[src/inc/dsp_regs.svh]
`ifndef DSP_REGS_SVH
`define DSP_REGS_SVH

// ****************************************
// Clock and rounding
// ****************************************
`define DSP_TCK_PS 8000
// Least times round up to whole cycles
`define DSP_CYC(ps) (((ps) + `DSP_TCK_PS - 1) / `DSP_TCK_PS)

// ****************************************
// Spacing times in picoseconds
// ****************************************
`define DSP_T_RRD_PS 10000
`define DSP_T_FAW_PS 45000
`define DSP_T_WR_PS 15000
`define DSP_T_RP_PS 13125
`define DSP_T_WTR_PS 7500
`define DSP_T_RTP_PS 7500
`define DSP_T_RFC_PS 105000
`define DSP_T_XSNR_ADD_PS 10000
`define DSP_T_IS_PS 125
`define DSP_T_IH_PS 200

// ****************************************
// Spacing counts in clock cycles
// ****************************************
`define DSP_RRD_MIN_CK 2
`define DSP_CCD_CK 2
`define DSP_XSRD_CK 200
`define DSP_XP_CK 3
`define DSP_XARD_CK 3
`define DSP_XARDS_BASE_CK 10
`define DSP_CKE_CK 3
`define DSP_ANPD_CK 4
`define DSP_AXPD_CK 11
`define DSP_MRD_CK 2

// ****************************************
// Mode register fields
// ****************************************
`define DSP_BA_MR 2'h0
`define DSP_BA_EMR 2'h1
`define DSP_MR_SLOWPD_BIT 12
`define DSP_EMR_DQSDIS_BIT 10
`define DSP_AP_BIT 10

// ****************************************
// Pin codes {cs_n, ras_n, cas_n, we_n}
// ****************************************
`define DSP_PIN_NOP 4'h7
`define DSP_PIN_ACT 4'h3
`define DSP_PIN_RD 4'h5
`define DSP_PIN_WR 4'h4
`define DSP_PIN_PRE 4'h2
`define DSP_PIN_REF 4'h1
`define DSP_PIN_MRS 4'h0
`define DSP_PIN_DES 4'hf

`endif

[src/inc/dsp_pkg.sv]
`default_nettype none

package dsp_pkg;

  typedef enum logic [3:0] {
    CMD_NOP = 4'h0,
    CMD_ACT = 4'h1,
    CMD_RD = 4'h2,
    CMD_WR = 4'h3,
    CMD_PRE = 4'h4,
    CMD_REF = 4'h5,
    CMD_MRS = 4'h6,
    CMD_SRE = 4'h7,
    CMD_SRX = 4'h8,
    CMD_PDE = 4'h9,
    CMD_PDX = 4'ha
  } dsp_cmd_t;

  typedef enum logic [2:0] {
    PS_ACT = 3'h1,
    PS_PD = 3'h2,
    PS_SR = 3'h4
  } dsp_pstate_t;

  typedef struct packed {
    dsp_cmd_t cmd;
    logic ap;
    logic [1:0] ba;
    logic [13:0] a;
  } dsp_req_t;

  typedef struct packed {
    logic ck_run;
    logic cke;
    logic cs_n;
    logic ras_n;
    logic cas_n;
    logic we_n;
    logic [1:0] ba;
    logic [13:0] a;
    logic odt;
  } dsp_pins_t;

endpackage

`default_nettype wire

[src/rtl/dsp_gap_timer.sv]
`timescale 1ns/1ps
`default_nettype none

// Down counter; a load only lengthens the wait, never shortens it
module dsp_gap_timer #(
  parameter int W = 8
) (
  input wire logic ref_clk,
  input wire logic rstn,
  input wire logic load,
  input wire logic [W-1:0] val,
  output logic idle
);

  logic [W-1:0] cnt_r;
  logic [W-1:0] cnt_nxt;

  always_comb begin
    if (load && (val > cnt_r)) begin
      cnt_nxt = val;
    end else if (cnt_r != '0) begin
      cnt_nxt = cnt_r - 1'b1;
    end else begin
      cnt_nxt = cnt_r;
    end
  end

  always_ff @(posedge ref_clk) begin
    if (!rstn) begin
      cnt_r <= '0;
    end else begin
      cnt_r <= cnt_nxt;
    end
  end

  assign idle = (cnt_r == '0);

endmodule // dsp_gap_timer

`default_nettype wire

[src/rtl/dsp_ctrl.sv]
// Behaviour
// - Activates at least 10 ns apart, never under two cycles.
// - At most four activates in any rolling 45 ns window.
// - Column commands at least two cycles apart.
// - 15 ns write recovery before precharge; auto-precharge adds precharge.
// - 7.5 ns from internal write end to a read.
// - 7.5 ns from internal read to precharge of that bank.
// - Self refresh exit: refresh cycle plus 10 ns before non-reads.
// - Self refresh exit: 200 cycles before any read.
// - Precharge power-down exit: three cycles before non-reads.
// - Fast active power-down exit: three cycles before a read.
// - Slow active power-down exit: ten minus additive latency to read.
// - Clock enable held at least three cycles at each level.
// - Termination input stable four cycles before power-down entry.
// - Termination timing trusted only eleven cycles after power-down exit.
// - Clock keeps running briefly after clock enable drops.
// - Strobe mode chosen by extended mode register bit.
// - Mode register bit 12 picks fast or slow active exit.
// - Mode register set at least two cycles from next command.
`timescale 1ns/1ps
`default_nettype none
`include "dsp_regs.svh"

module dsp_ctrl #(
  parameter int CL = 7,
  parameter int AL = 0,
  parameter int BL = 4
) (
  input wire logic ref_clk,
  input wire logic rstn,
  input wire logic req_valid,
  input wire dsp_pkg::dsp_req_t req,
  input wire logic odt_req,
  input wire logic pd_slow_exit,
  input wire logic dqs_diff,
  output logic req_ready,
  output logic done,
  output logic rej,
  output logic odt_sync_ok,
  output dsp_pkg::dsp_pins_t pins
);
  import dsp_pkg::*;

  function automatic int imax(input int x, input int y);
    return (x > y) ? x : y;
  endfunction

  // Timer load value for a gap of g cycles between issues
  function automatic logic [7:0] lv(input int g);
    return 8'(imax(g, 1) - 1);
  endfunction

  function automatic logic [3:0] pin_code(input dsp_cmd_t c);
    case (c)
      CMD_ACT: pin_code = `DSP_PIN_ACT;
      CMD_RD: pin_code = `DSP_PIN_RD;
      CMD_WR: pin_code = `DSP_PIN_WR;
      CMD_PRE: pin_code = `DSP_PIN_PRE;
      CMD_REF, CMD_SRE: pin_code = `DSP_PIN_REF;
      CMD_MRS: pin_code = `DSP_PIN_MRS;
      default: pin_code = `DSP_PIN_NOP;
    endcase
  endfunction

  function automatic logic st_ok(input dsp_cmd_t c, input dsp_pstate_t s);
    case (c)
      CMD_NOP: st_ok = 1'b1;
      CMD_SRX: st_ok = (s == PS_SR);
      CMD_PDX: st_ok = (s == PS_PD);
      default: st_ok = (s == PS_ACT);
    endcase
  endfunction

  // ****************************************
  // Gaps in cycles
  // ****************************************
  // rounding up
  localparam int G_RRD = imax(`DSP_CYC(`DSP_T_RRD_PS), `DSP_RRD_MIN_CK);
  localparam int G_FAW = `DSP_CYC(`DSP_T_FAW_PS);
  localparam int G_WR = `DSP_CYC(`DSP_T_WR_PS);
  localparam int G_RP = `DSP_CYC(`DSP_T_RP_PS);
  localparam int G_WTR = `DSP_CYC(`DSP_T_WTR_PS);
  localparam int G_RTP = `DSP_CYC(`DSP_T_RTP_PS);
  localparam int G_RFC = `DSP_CYC(`DSP_T_RFC_PS);
  localparam int G_XSNR = `DSP_CYC(`DSP_T_RFC_PS + `DSP_T_XSNR_ADD_PS);
  localparam int G_CKH =
    `DSP_CYC(`DSP_T_IS_PS + `DSP_TCK_PS + `DSP_T_IH_PS);
  localparam int G_XARDS = imax(`DSP_XARDS_BASE_CK - AL, 1);
  localparam int WEND = AL + CL - 1 + BL / 2;
  localparam int G_RDPRE = AL + imax(BL / 2, G_RTP);

  localparam int T_PRE = 0;
  localparam int T_ACT = 4;
  localparam int T_FAW = 8;
  localparam int T_RRD = 12;
  localparam int T_CCD = 13;
  localparam int T_WTR = 14;
  localparam int T_MRD = 15;
  localparam int T_NRD = 16;
  localparam int T_RDX = 17;
  localparam int T_CKE = 18;
  localparam int T_ODT = 19;
  localparam int T_AXPD = 20;
  localparam int T_CKH = 21;
  localparam int NT = 22;

  localparam dsp_pins_t PINS_RST = '{ck_run: 1'b1, cke: 1'b1, cs_n: 1'b1,
    ras_n: 1'b1, cas_n: 1'b1, we_n: 1'b1, ba: 2'h0, a: 14'h0, odt: 1'b0};

  logic [NT-1:0] ld;
  logic [NT-1:0] idle;
  logic [7:0] val [NT];

  // ****************************************
  // Spacing timers
  // ****************************************
  for (genvar i = 0; i < NT; i++) begin : g_tmr
    dsp_gap_timer #(.W(8)) u_tmr (
      .ref_clk(ref_clk),
      .rstn(rstn),
      .load(ld[i]),
      .val(val[i]),
      .idle(idle[i])
    );
  end

  logic ready_r, ready_nxt;
  logic done_r, done_nxt;
  logic rej_r, rej_nxt;
  logic sync_r, sync_nxt;
  logic pend_v_r, pend_v_nxt;
  dsp_req_t pend_r, pend_nxt;
  dsp_pstate_t ps_r, ps_nxt;
  logic [3:0] open_r, open_nxt;
  logic slow_r, slow_nxt;
  dsp_cmd_t iss_r, iss_nxt;
  dsp_pins_t pin_r, pin_nxt;
  logic legal, issue;
  logic [1:0] faw_slot;
  int b;

  assign b = int'(pend_r.ba);

  always_comb begin
    faw_slot = 2'h3;
    for (int i = 3; i >= 0; i--) begin
      if (idle[T_FAW+i]) begin
        faw_slot = 2'(i);
      end
    end
  end

  // ****************************************
  // Command legality
  // ****************************************
  always_comb begin
    case (pend_r.cmd)
      CMD_NOP: legal = 1'b1;
      CMD_ACT: legal = idle[T_ACT+b] && idle[T_RRD] && idle[T_NRD] &&
        (|idle[T_FAW+3:T_FAW]);
      CMD_RD: legal = idle[T_CCD] && idle[T_WTR] && idle[T_RDX];
      CMD_WR: legal = idle[T_CCD] && idle[T_NRD];
      CMD_PRE: legal = idle[T_NRD] &&
        (pend_r.ap ? (&idle[T_PRE+3:T_PRE]) : idle[T_PRE+b]);
      CMD_REF: legal = idle[T_NRD] && (&idle[T_ACT+3:T_ACT]);
      CMD_MRS: legal = idle[T_NRD];
      CMD_SRE, CMD_PDE: legal = idle[T_CKE] && idle[T_ODT] &&
        idle[T_NRD] && (odt_req == pin_r.odt);
      CMD_SRX: legal = idle[T_CKE] && pin_r.ck_run;
      CMD_PDX: legal = idle[T_CKE];
      default: legal = 1'b0;
    endcase
    legal = legal && idle[T_MRD] && st_ok(pend_r.cmd, ps_r);
  end

  assign issue = pend_v_r && legal;

  // ****************************************
  // Timer loads
  // ****************************************
  always_comb begin
    ld = '0;
    for (int i = 0; i < NT; i++) begin
      val[i] = 8'h00;
    end
    if (pin_nxt.odt != pin_r.odt) begin
      ld[T_ODT] = 1'b1;
      val[T_ODT] = lv(`DSP_ANPD_CK);
    end
    if (issue) begin
      case (pend_r.cmd)
        CMD_ACT: begin
          ld[T_RRD] = 1'b1;
          val[T_RRD] = lv(G_RRD);
          ld[T_FAW+int'(faw_slot)] = 1'b1;
          val[T_FAW+int'(faw_slot)] = lv(G_FAW);
        end
        CMD_RD: begin
          ld[T_CCD] = 1'b1;
          val[T_CCD] = lv(`DSP_CCD_CK);
          ld[T_PRE+b] = 1'b1;
          val[T_PRE+b] = lv(G_RDPRE);
          ld[T_ACT+b] = pend_r.ap;
          val[T_ACT+b] = lv(G_RDPRE + G_RP);
        end
        CMD_WR: begin
          ld[T_CCD] = 1'b1;
          val[T_CCD] = lv(`DSP_CCD_CK);
          ld[T_PRE+b] = 1'b1;
          val[T_PRE+b] = lv(WEND + G_WR);
          ld[T_ACT+b] = pend_r.ap;
          val[T_ACT+b] = lv(WEND + G_WR + G_RP);
          ld[T_WTR] = 1'b1;
          val[T_WTR] = lv(WEND + G_WTR);
        end
        CMD_PRE: begin
          for (int k = 0; k < 4; k++) begin
            ld[T_ACT+k] = pend_r.ap || (k == b);
            val[T_ACT+k] = lv(G_RP);
          end
        end
        CMD_REF: begin
          ld[T_NRD] = 1'b1;
          val[T_NRD] = lv(G_RFC);
          ld[T_RDX] = 1'b1;
          val[T_RDX] = lv(G_RFC);
        end
        CMD_MRS: begin
          ld[T_MRD] = 1'b1;
          val[T_MRD] = lv(`DSP_MRD_CK);
        end
        CMD_SRE, CMD_PDE: begin
          ld[T_CKE] = 1'b1;
          val[T_CKE] = lv(`DSP_CKE_CK);
          ld[T_CKH] = 1'b1;
          val[T_CKH] = lv(G_CKH);
        end
        CMD_SRX: begin
          ld[T_CKE] = 1'b1;
          val[T_CKE] = lv(`DSP_CKE_CK);
          ld[T_NRD] = 1'b1;
          val[T_NRD] = lv(G_XSNR);
          ld[T_RDX] = 1'b1;
          val[T_RDX] = lv(`DSP_XSRD_CK);
          ld[T_AXPD] = 1'b1;
          val[T_AXPD] = lv(`DSP_AXPD_CK);
        end
        CMD_PDX: begin
          ld[T_CKE] = 1'b1;
          val[T_CKE] = lv(`DSP_CKE_CK);
          ld[T_NRD] = 1'b1;
          val[T_NRD] = lv(`DSP_XP_CK);
          ld[T_RDX] = 1'b1;
          if (open_r == 4'h0) begin
            val[T_RDX] = lv(`DSP_XP_CK);
          end else if (slow_r) begin
            val[T_RDX] = lv(G_XARDS);
          end else begin
            val[T_RDX] = lv(`DSP_XARD_CK);
          end
          ld[T_AXPD] = 1'b1;
          val[T_AXPD] = lv(`DSP_AXPD_CK);
        end
        default: ;
      endcase
    end
  end

  // ****************************************
  // Request, state and pins
  // ****************************************
  always_comb begin
    pend_v_nxt = pend_v_r;
    pend_nxt = pend_r;
    if (issue || (pend_v_r && !st_ok(pend_r.cmd, ps_r))) begin
      pend_v_nxt = 1'b0;
    end
    if (req_valid && ready_r) begin
      pend_v_nxt = 1'b1;
      pend_nxt = req;
    end
    ready_nxt = !pend_v_nxt;
    done_nxt = issue;
    rej_nxt = pend_v_r && !st_ok(pend_r.cmd, ps_r);
    sync_nxt = idle[T_AXPD] && !(issue &&
      (pend_r.cmd == CMD_SRX || pend_r.cmd == CMD_PDX));
    ps_nxt = ps_r;
    open_nxt = open_r;
    slow_nxt = slow_r;
    iss_nxt = issue ? pend_r.cmd : CMD_NOP;
    pin_nxt = pin_r;
    {pin_nxt.cs_n, pin_nxt.ras_n, pin_nxt.cas_n, pin_nxt.we_n} =
      `DSP_PIN_NOP;
    pin_nxt.odt = odt_req;
    // clock stops only after the hold in self refresh
    pin_nxt.ck_run = !(ps_r == PS_SR && idle[T_CKH] &&
      !(pend_v_r && pend_r.cmd == CMD_SRX));
    if (issue) begin
      {pin_nxt.cs_n, pin_nxt.ras_n, pin_nxt.cas_n, pin_nxt.we_n} =
        pin_code(pend_r.cmd);
      pin_nxt.ba = pend_r.ba;
      pin_nxt.a = pend_r.a;
      case (pend_r.cmd)
        CMD_ACT: open_nxt[b] = 1'b1;
        CMD_RD, CMD_WR: begin
          pin_nxt.a[`DSP_AP_BIT] = pend_r.ap;
          if (pend_r.ap) begin
            open_nxt[b] = 1'b0;
          end
        end
        CMD_PRE: begin
          pin_nxt.a[`DSP_AP_BIT] = pend_r.ap;
          open_nxt = pend_r.ap ? 4'h0 : (open_r & ~(4'h1 << b));
        end
        CMD_MRS: begin
          if (pend_r.ba == `DSP_BA_MR) begin
            pin_nxt.a[`DSP_MR_SLOWPD_BIT] = pd_slow_exit;
            slow_nxt = pd_slow_exit;
          end
          if (pend_r.ba == `DSP_BA_EMR) begin
            pin_nxt.a[`DSP_EMR_DQSDIS_BIT] = !dqs_diff;
          end
        end
        CMD_SRE: begin
          pin_nxt.cke = 1'b0;
          ps_nxt = PS_SR;
        end
        CMD_PDE: begin
          pin_nxt.cke = 1'b0;
          ps_nxt = PS_PD;
        end
        CMD_SRX, CMD_PDX: begin
          pin_nxt.cke = 1'b1;
          ps_nxt = PS_ACT;
        end
        default: ;
      endcase
    end
  end

  always_ff @(posedge ref_clk) begin
    if (!rstn) begin
      ready_r <= 1'b1;
      done_r <= 1'b0;
      rej_r <= 1'b0;
      sync_r <= 1'b1;
      pend_v_r <= 1'b0;
      pend_r <= '0;
      ps_r <= PS_ACT;
      open_r <= 4'h0;
      slow_r <= 1'b0;
      iss_r <= CMD_NOP;
      pin_r <= PINS_RST;
    end else begin
      ready_r <= ready_nxt;
      done_r <= done_nxt;
      rej_r <= rej_nxt;
      sync_r <= sync_nxt;
      pend_v_r <= pend_v_nxt;
      pend_r <= pend_nxt;
      ps_r <= ps_nxt;
      open_r <= open_nxt;
      slow_r <= slow_nxt;
      iss_r <= iss_nxt;
      pin_r <= pin_nxt;
    end
  end

  assign req_ready = ready_r;
  assign done = done_r;
  assign rej = rej_r;
  assign odt_sync_ok = sync_r;
  assign pins = pin_r;

  // ****************************************
  // Checks
  // ****************************************
  logic [7:0] wr_age_r, wr_age_nxt, srx_age_r, srx_age_nxt;
  logic [7:0] odt_age_r, odt_age_nxt;
  logic [4:0] act_hist_r, act_hist_nxt;
  logic act_p, col_p, rd_p;

  assign act_p = (iss_r == CMD_ACT);
  assign rd_p = (iss_r == CMD_RD);
  assign col_p = rd_p || (iss_r == CMD_WR);

  always_comb begin
    wr_age_nxt = (iss_nxt == CMD_WR) ? 8'h00 :
      ((wr_age_r == 8'hff) ? wr_age_r : wr_age_r + 8'h01);
    srx_age_nxt = (iss_nxt == CMD_SRX) ? 8'h00 :
      ((srx_age_r == 8'hff) ? srx_age_r : srx_age_r + 8'h01);
    odt_age_nxt = (pin_nxt.odt != pin_r.odt) ? 8'h00 :
      ((odt_age_r == 8'hff) ? odt_age_r : odt_age_r + 8'h01);
    act_hist_nxt = {act_hist_r[3:0], act_p};
  end

  always_ff @(posedge ref_clk) begin
    if (!rstn) begin
      wr_age_r <= 8'hff;
      srx_age_r <= 8'hff;
      odt_age_r <= 8'hff;
      act_hist_r <= 5'h00;
    end else begin
      wr_age_r <= wr_age_nxt;
      srx_age_r <= srx_age_nxt;
      odt_age_r <= odt_age_nxt;
      act_hist_r <= act_hist_nxt;
    end
  end
endmodule // dsp_ctrl

`default_nettype wire

[config.mk]
export PLATFORM = sky130hd
export DESIGN_NAME = dsp_ctrl
export DESIGN_NICKNAME = d
export VERILOG_FILES = /design/src/inc/dsp_pkg.sv /design/src/rtl/dsp_gap_timer.sv /design/src/rtl/dsp_ctrl.sv
export VERILOG_INCLUDE_DIRS = /design/src /design/src/inc
export SDC_FILE = /design/constraint.sdc
export NUM_CORES = 1
export LEC_CHECK = 0
export ABC_CLOCK_PERIOD_IN_PS = 5000
export BUFFER_PORTS_ARGS = -buffer_cell sky130_fd_sc_hd__buf_2
export CORE_ASPECT_RATIO = 1.1
export CORE_MARGIN = 5
export CORE_UTILIZATION = 48
export DETAILED_ROUTE_END_ITERATION = 8
export GPL_TIMING_DRIVEN = 0
export SYNTH_ARGS = -nofsm -noshare
export SYNTH_HDL_FRONTEND = slang
export SYNTH_HIERARCHICAL = 1
export SYNTH_SLANG_ARGS = --single-unit
[constraint.sdc]
create_clock -name ref_clk -period 5 [get_ports ref_clk]
set_clock_uncertainty 0.2 [all_clocks]
set_input_delay 0.5 -clock ref_clk [delete_from_list [all_inputs] [get_ports ref_clk]]
set_output_delay 0.5 -clock ref_clk [all_outputs]
set_load 0.005 [all_outputs]
==> results.md <==
- Run status: complete, no violations
- Number of fillers in the final layout: ~3700
- Detailed Route Iter0 Violations: between 800 and 900
- Pre-antenna DRT Iters: 5
- Sequential area share after synthesis: 0.255
- Ys flop type: dfxtp_1
- Ys Warns: 6
- Pwr dens: ~540 nW/um^2
- Placer Congestion: between 0.8 and 0.9
- Post-Synth Adder-Cell Area: 0.151
- Critical Path Start: g_tmr[0].u_tmr/cnt_r[0]$_SDFFE_PN0P_
- GRT Util Overall: 0.212
- Num CTS Buffers: 29
- Synth area leaders: dfxtp_1 (26%), ha_1 (15%), mux2i_1 (8.7%)
- Avg Cell Area, Syn: a little under 8 sq um
- Routed via count: about 17000
- Critical Path RT: 5.27 ns
- Synth Cell Area: between 15000 and 20000 sq um
- Clock transition at path regs: approximately 0.070 ns
- FF-to-FF path depth: 20
- Type of the worst setup path: flip-flop to flip-flop
- Post-synth ARST share: 0
- Netlist cell types: 63
- H-tree Lvls: 1
- Simple-gate area share of the yosys netlist: 0.230
- Largest buffer count on any clock path: 3
- Post-DR vias/cell: between 5 and 6
- Final hold vios: 0
- Num ports: 54
- Post-synthesis mux area share: 0.0896
- Crit share post-route: 0.950
- Critical hold path startpoint: req[14]
- Final TNS setup: 0 ns
- Capturing point of the worst reg2reg path: g_tmr[17].u_tmr/cnt_r[3]$_SDFFE_PN0P_
- Worst-Skew Late Latency: 0.57 ns
- Startpoint types: flip-flop
- Root buf cell: clkbuf_16
- Die span in x: just under 200 microns
- Maximum vdd ir drop: around 0.00033 V
- Min Clock Period, post-route: 4.75 ns
- Post-synthesis xor/xnor area fraction: 0.0427
- Residual DRC: 0
- Hold Crit Class: input pin to flip-flop
- Layout area overhead: 17.2%
- Critical Path AT: 5.02 ns
- Largest net degree at the start of global routing: 85
- Unrepaired setup endpoints after global routing: no
- Chip Height: 215 microns
- First-pass GRT wire length: roughly 77000 microns
- HPWL after detailed placement: roughly 34000 microns
- Initial core utilization: 0.482
- Total wire length: approximately 45000 microns
- Antenna violations before repair: 0
- WL/cell: about 14 microns
- Fmax achieved: between 200 and 250 MHz
- Tot Pwr: 11.7 mW
- Antenna diode count: 0
- Max cap viols: 0
- Core ar.: ~38000 sq um
- Max Slew Vio Count: 0
- Worst R2R Setup Slack: roughly 0.25 ns
- Synth Instances: roughly 2300
- Vias in the first global route: 16300
- Design Area, Final: 21400 sq um
- Crit path max fanout: 10
- Gr ovfl total: 0
- Worst hold endpoint: b[0]$_SDFFE_PN0P_
- Setup crit end kind: flip-flop
- DIE AREA: 42100 sq um
- Hold Slack: 0.0606 ns
- EDFF count, synth: 0
- Worst slack, placed: -0.182 ns
- ANT nets after route: 0
- Worst setup margin: ~0.25 ns
- Synth top area share: 0.255
- TritonCTS clock tree: built
- Post-Place Cell Area: roughly 20000 sq um
- Largest family of logic cells by synthesized area: simple AND/OR/NAND/NOR gates
- Actual slew at the worst max-slew pin: approximately 0.90 ns
- Synthesized flop and latch total: approximately 230
- Layout cells sized above 1: 0.0721
- CTS sink count: 233
- # port buffers: between 50 and 60
- Leak Pwr: ~9.9 nW
- # nets final: ~2900
- Hold path depth: 3
- Complex-gate fraction of the synthesized area: 0.159
- Relative slew slack: 0.396
- Synth area leader: dfxtp_1
- R2r startpoint: g_tmr[0].u_tmr/cnt_r[0]$_SDFFE_PN0P_
- Setup-failing EPs final: 0
- Std cell rows: 75
## registers in the layout, indices dropped and copies added, names as in the netlist
name / cells
g_tmr.u_tmr/cnt_r: 176
pins: 23
pend_r: 19
open_r: 4
ps_r: 3
b: 2
done: 1
odt_sync_ok: 1
pend_v_r: 1
rej: 1
req_ready: 1
slow_r: 1
## metal layers
| metal | up-vias | part of all wire | GRT usage |
|---|---|---|---|
| met5 | - | 0 | 0 |
| met4 | 0 | 0.025 | 0.0638 |
| met3 | 76 | 0.041 | 0.0247 |
| met2 | 296 | 0.47 | 0.365 |
| met1 | 7697 | 0.47 | 0.278 |
| li1 | 8686 | - | - |
## cell usage in the layout, fill, tap and decap left out, types with 23 or more instances in the layout
cell type  count
mux2i_1      159
clkbuf_1      34
nor2_1        24
nor2b_1       28
xnor2_1       66
or3b_1        24
nand2_1      387
a21oi_1      134
ha_1         220
o211ai_1     113
and3_1        31
clkbuf_16     29
nor3b_1       23
buf_6         23
or2_1         23
a31oi_1       25
inv_1        207
o21a_1        23
dfxtp_1      233
nand3_1      113
o21ai_0       52
buf_2         59
conb_1       256
nand4_1       48
o21ai_1       78
nor3_1        56
xor2_1        23
and2_1        27
nor4_1        24
## timing repair
| action | CTS | global route |
|---|---|---|
| endpoints found under the setup margin | 21 | 121 |
| pin swaps | 0 | 1 |
| resized for setup | 4 | 16 |
| hold buffers | 19 | 0 |
| gates cloned | 0 | 0 |
| hold endpoints to repair | 19 | 0 |
| setup buffers | 0 | 1 |
## metrics by stage
stage | cells | utilization
detailed placement | 3131 | 0.532
global route | 3204 | 0.565
global placement | 3130 | 0.531
finish | 3204 | 0.565
floorplan | 2577 | -
CTS | 3203 | 0.563
## power breakdown
group | internal, mW | switching (mW) | leakage (nW)
Clock | 1.29 | 0.881 | 0.490
Combinational | 2.81 | 3.66 | 7.52
Sequential | 2.50 | 0.526 | 1.92
Total | 6.60 | 5.06 | 9.93
## synthesized netlist by cell type (all sizes together), types with 3 or more instances
library cell / instances
nand2: 392
dfxtp: 233
inv: 229
ha: 220
mux2i: 159
a21oi: 134
o21ai: 130
nand3: 114
o211ai: 113
nor3: 66
xnor2: 66
nand4: 49
buf: 42
clkbuf: 33
and3: 32
nor2b: 28
and2: 27
nor2: 27
a31oi: 25
or3b: 25
nor4: 24
or2: 24
a31o: 23
nor3b: 23
o21a: 23
xor2: 23
nand2b: 5
o32ai: 4
a2bb2oi: 3
nor4b: 3
or4: 3
## worst max-delay path by stage
stage          cells after the start  slack, ns                                    end
2_1_floorplan                     20       0.81  g_tmr[17].u_tmr/cnt_r[1]$_SDFFE_PN0P_
3_3_place_gp                      19      -0.11  g_tmr[16].u_tmr/cnt_r[1]$_SDFFE_PN0P_
3_5_place_dp                      19      -0.18  g_tmr[16].u_tmr/cnt_r[1]$_SDFFE_PN0P_
4_1_cts                           19      0.008   g_tmr[4].u_tmr/cnt_r[3]$_SDFFE_PN0P_
5_1_grt                           19     0.0003   g_tmr[5].u_tmr/cnt_r[4]$_SDFFE_PN0P_
6_report                          20       0.25  g_tmr[17].u_tmr/cnt_r[3]$_SDFFE_PN0P_
## worst max-delay path: stages, from the launching register on
cell	delay, ns
dfxtp_1	0.41
inv_1	0.09
ha_1	0.22
nor3b_1	0.16
nand2_1	0.21
inv_2	0.10
mux4_2	0.47
and3_1	0.22
a2111oi_4	0.41
o211ai_1	0.18
buf_4	0.23
nand3_2	0.16
inv_1	0.09
and2_1	0.17
ha_1	0.31
nor2b_1	0.13
o211ai_1	0.17
a31o_1	0.24
or2_1	0.13
buf_6	0.15
mux2i_1	0.20
## kinds of logic (layout without fill, tap and decap cells)
kind of cell | count (synthesis) | count (layout)
AND/OR/NAND/NOR | 846 | 846
multiplexers | 161 | 161
adder cells (fa/ha/maj) | 220 | 220
flip-flops | 233 | 233
AO/OA/AOI/OAI | 468 | 468
XOR/XNOR | 89 | 89
buffers and inverters | 304 | 431
other | 1 | 256
## final cells by class
type / instances / area (sq um) / area share
Buffer: 75 / 470 / 0.0220
Tap cell: 500 / 626 / 0.0292
Clock buffer: 38 / 840 / 0.0392
Sequential cell: 233 / 4660 / 0.218
Timing Repair Buffer: 74 / 497 / 0.0232
Multi-Input combinational cell: 2040 / 13300 / 0.622
Clock inverter: 15 / 153 / 0.00712
Inverter: 229 / 860 / 0.0401
No activity file was read; power rests on OpenSTA's default activity.
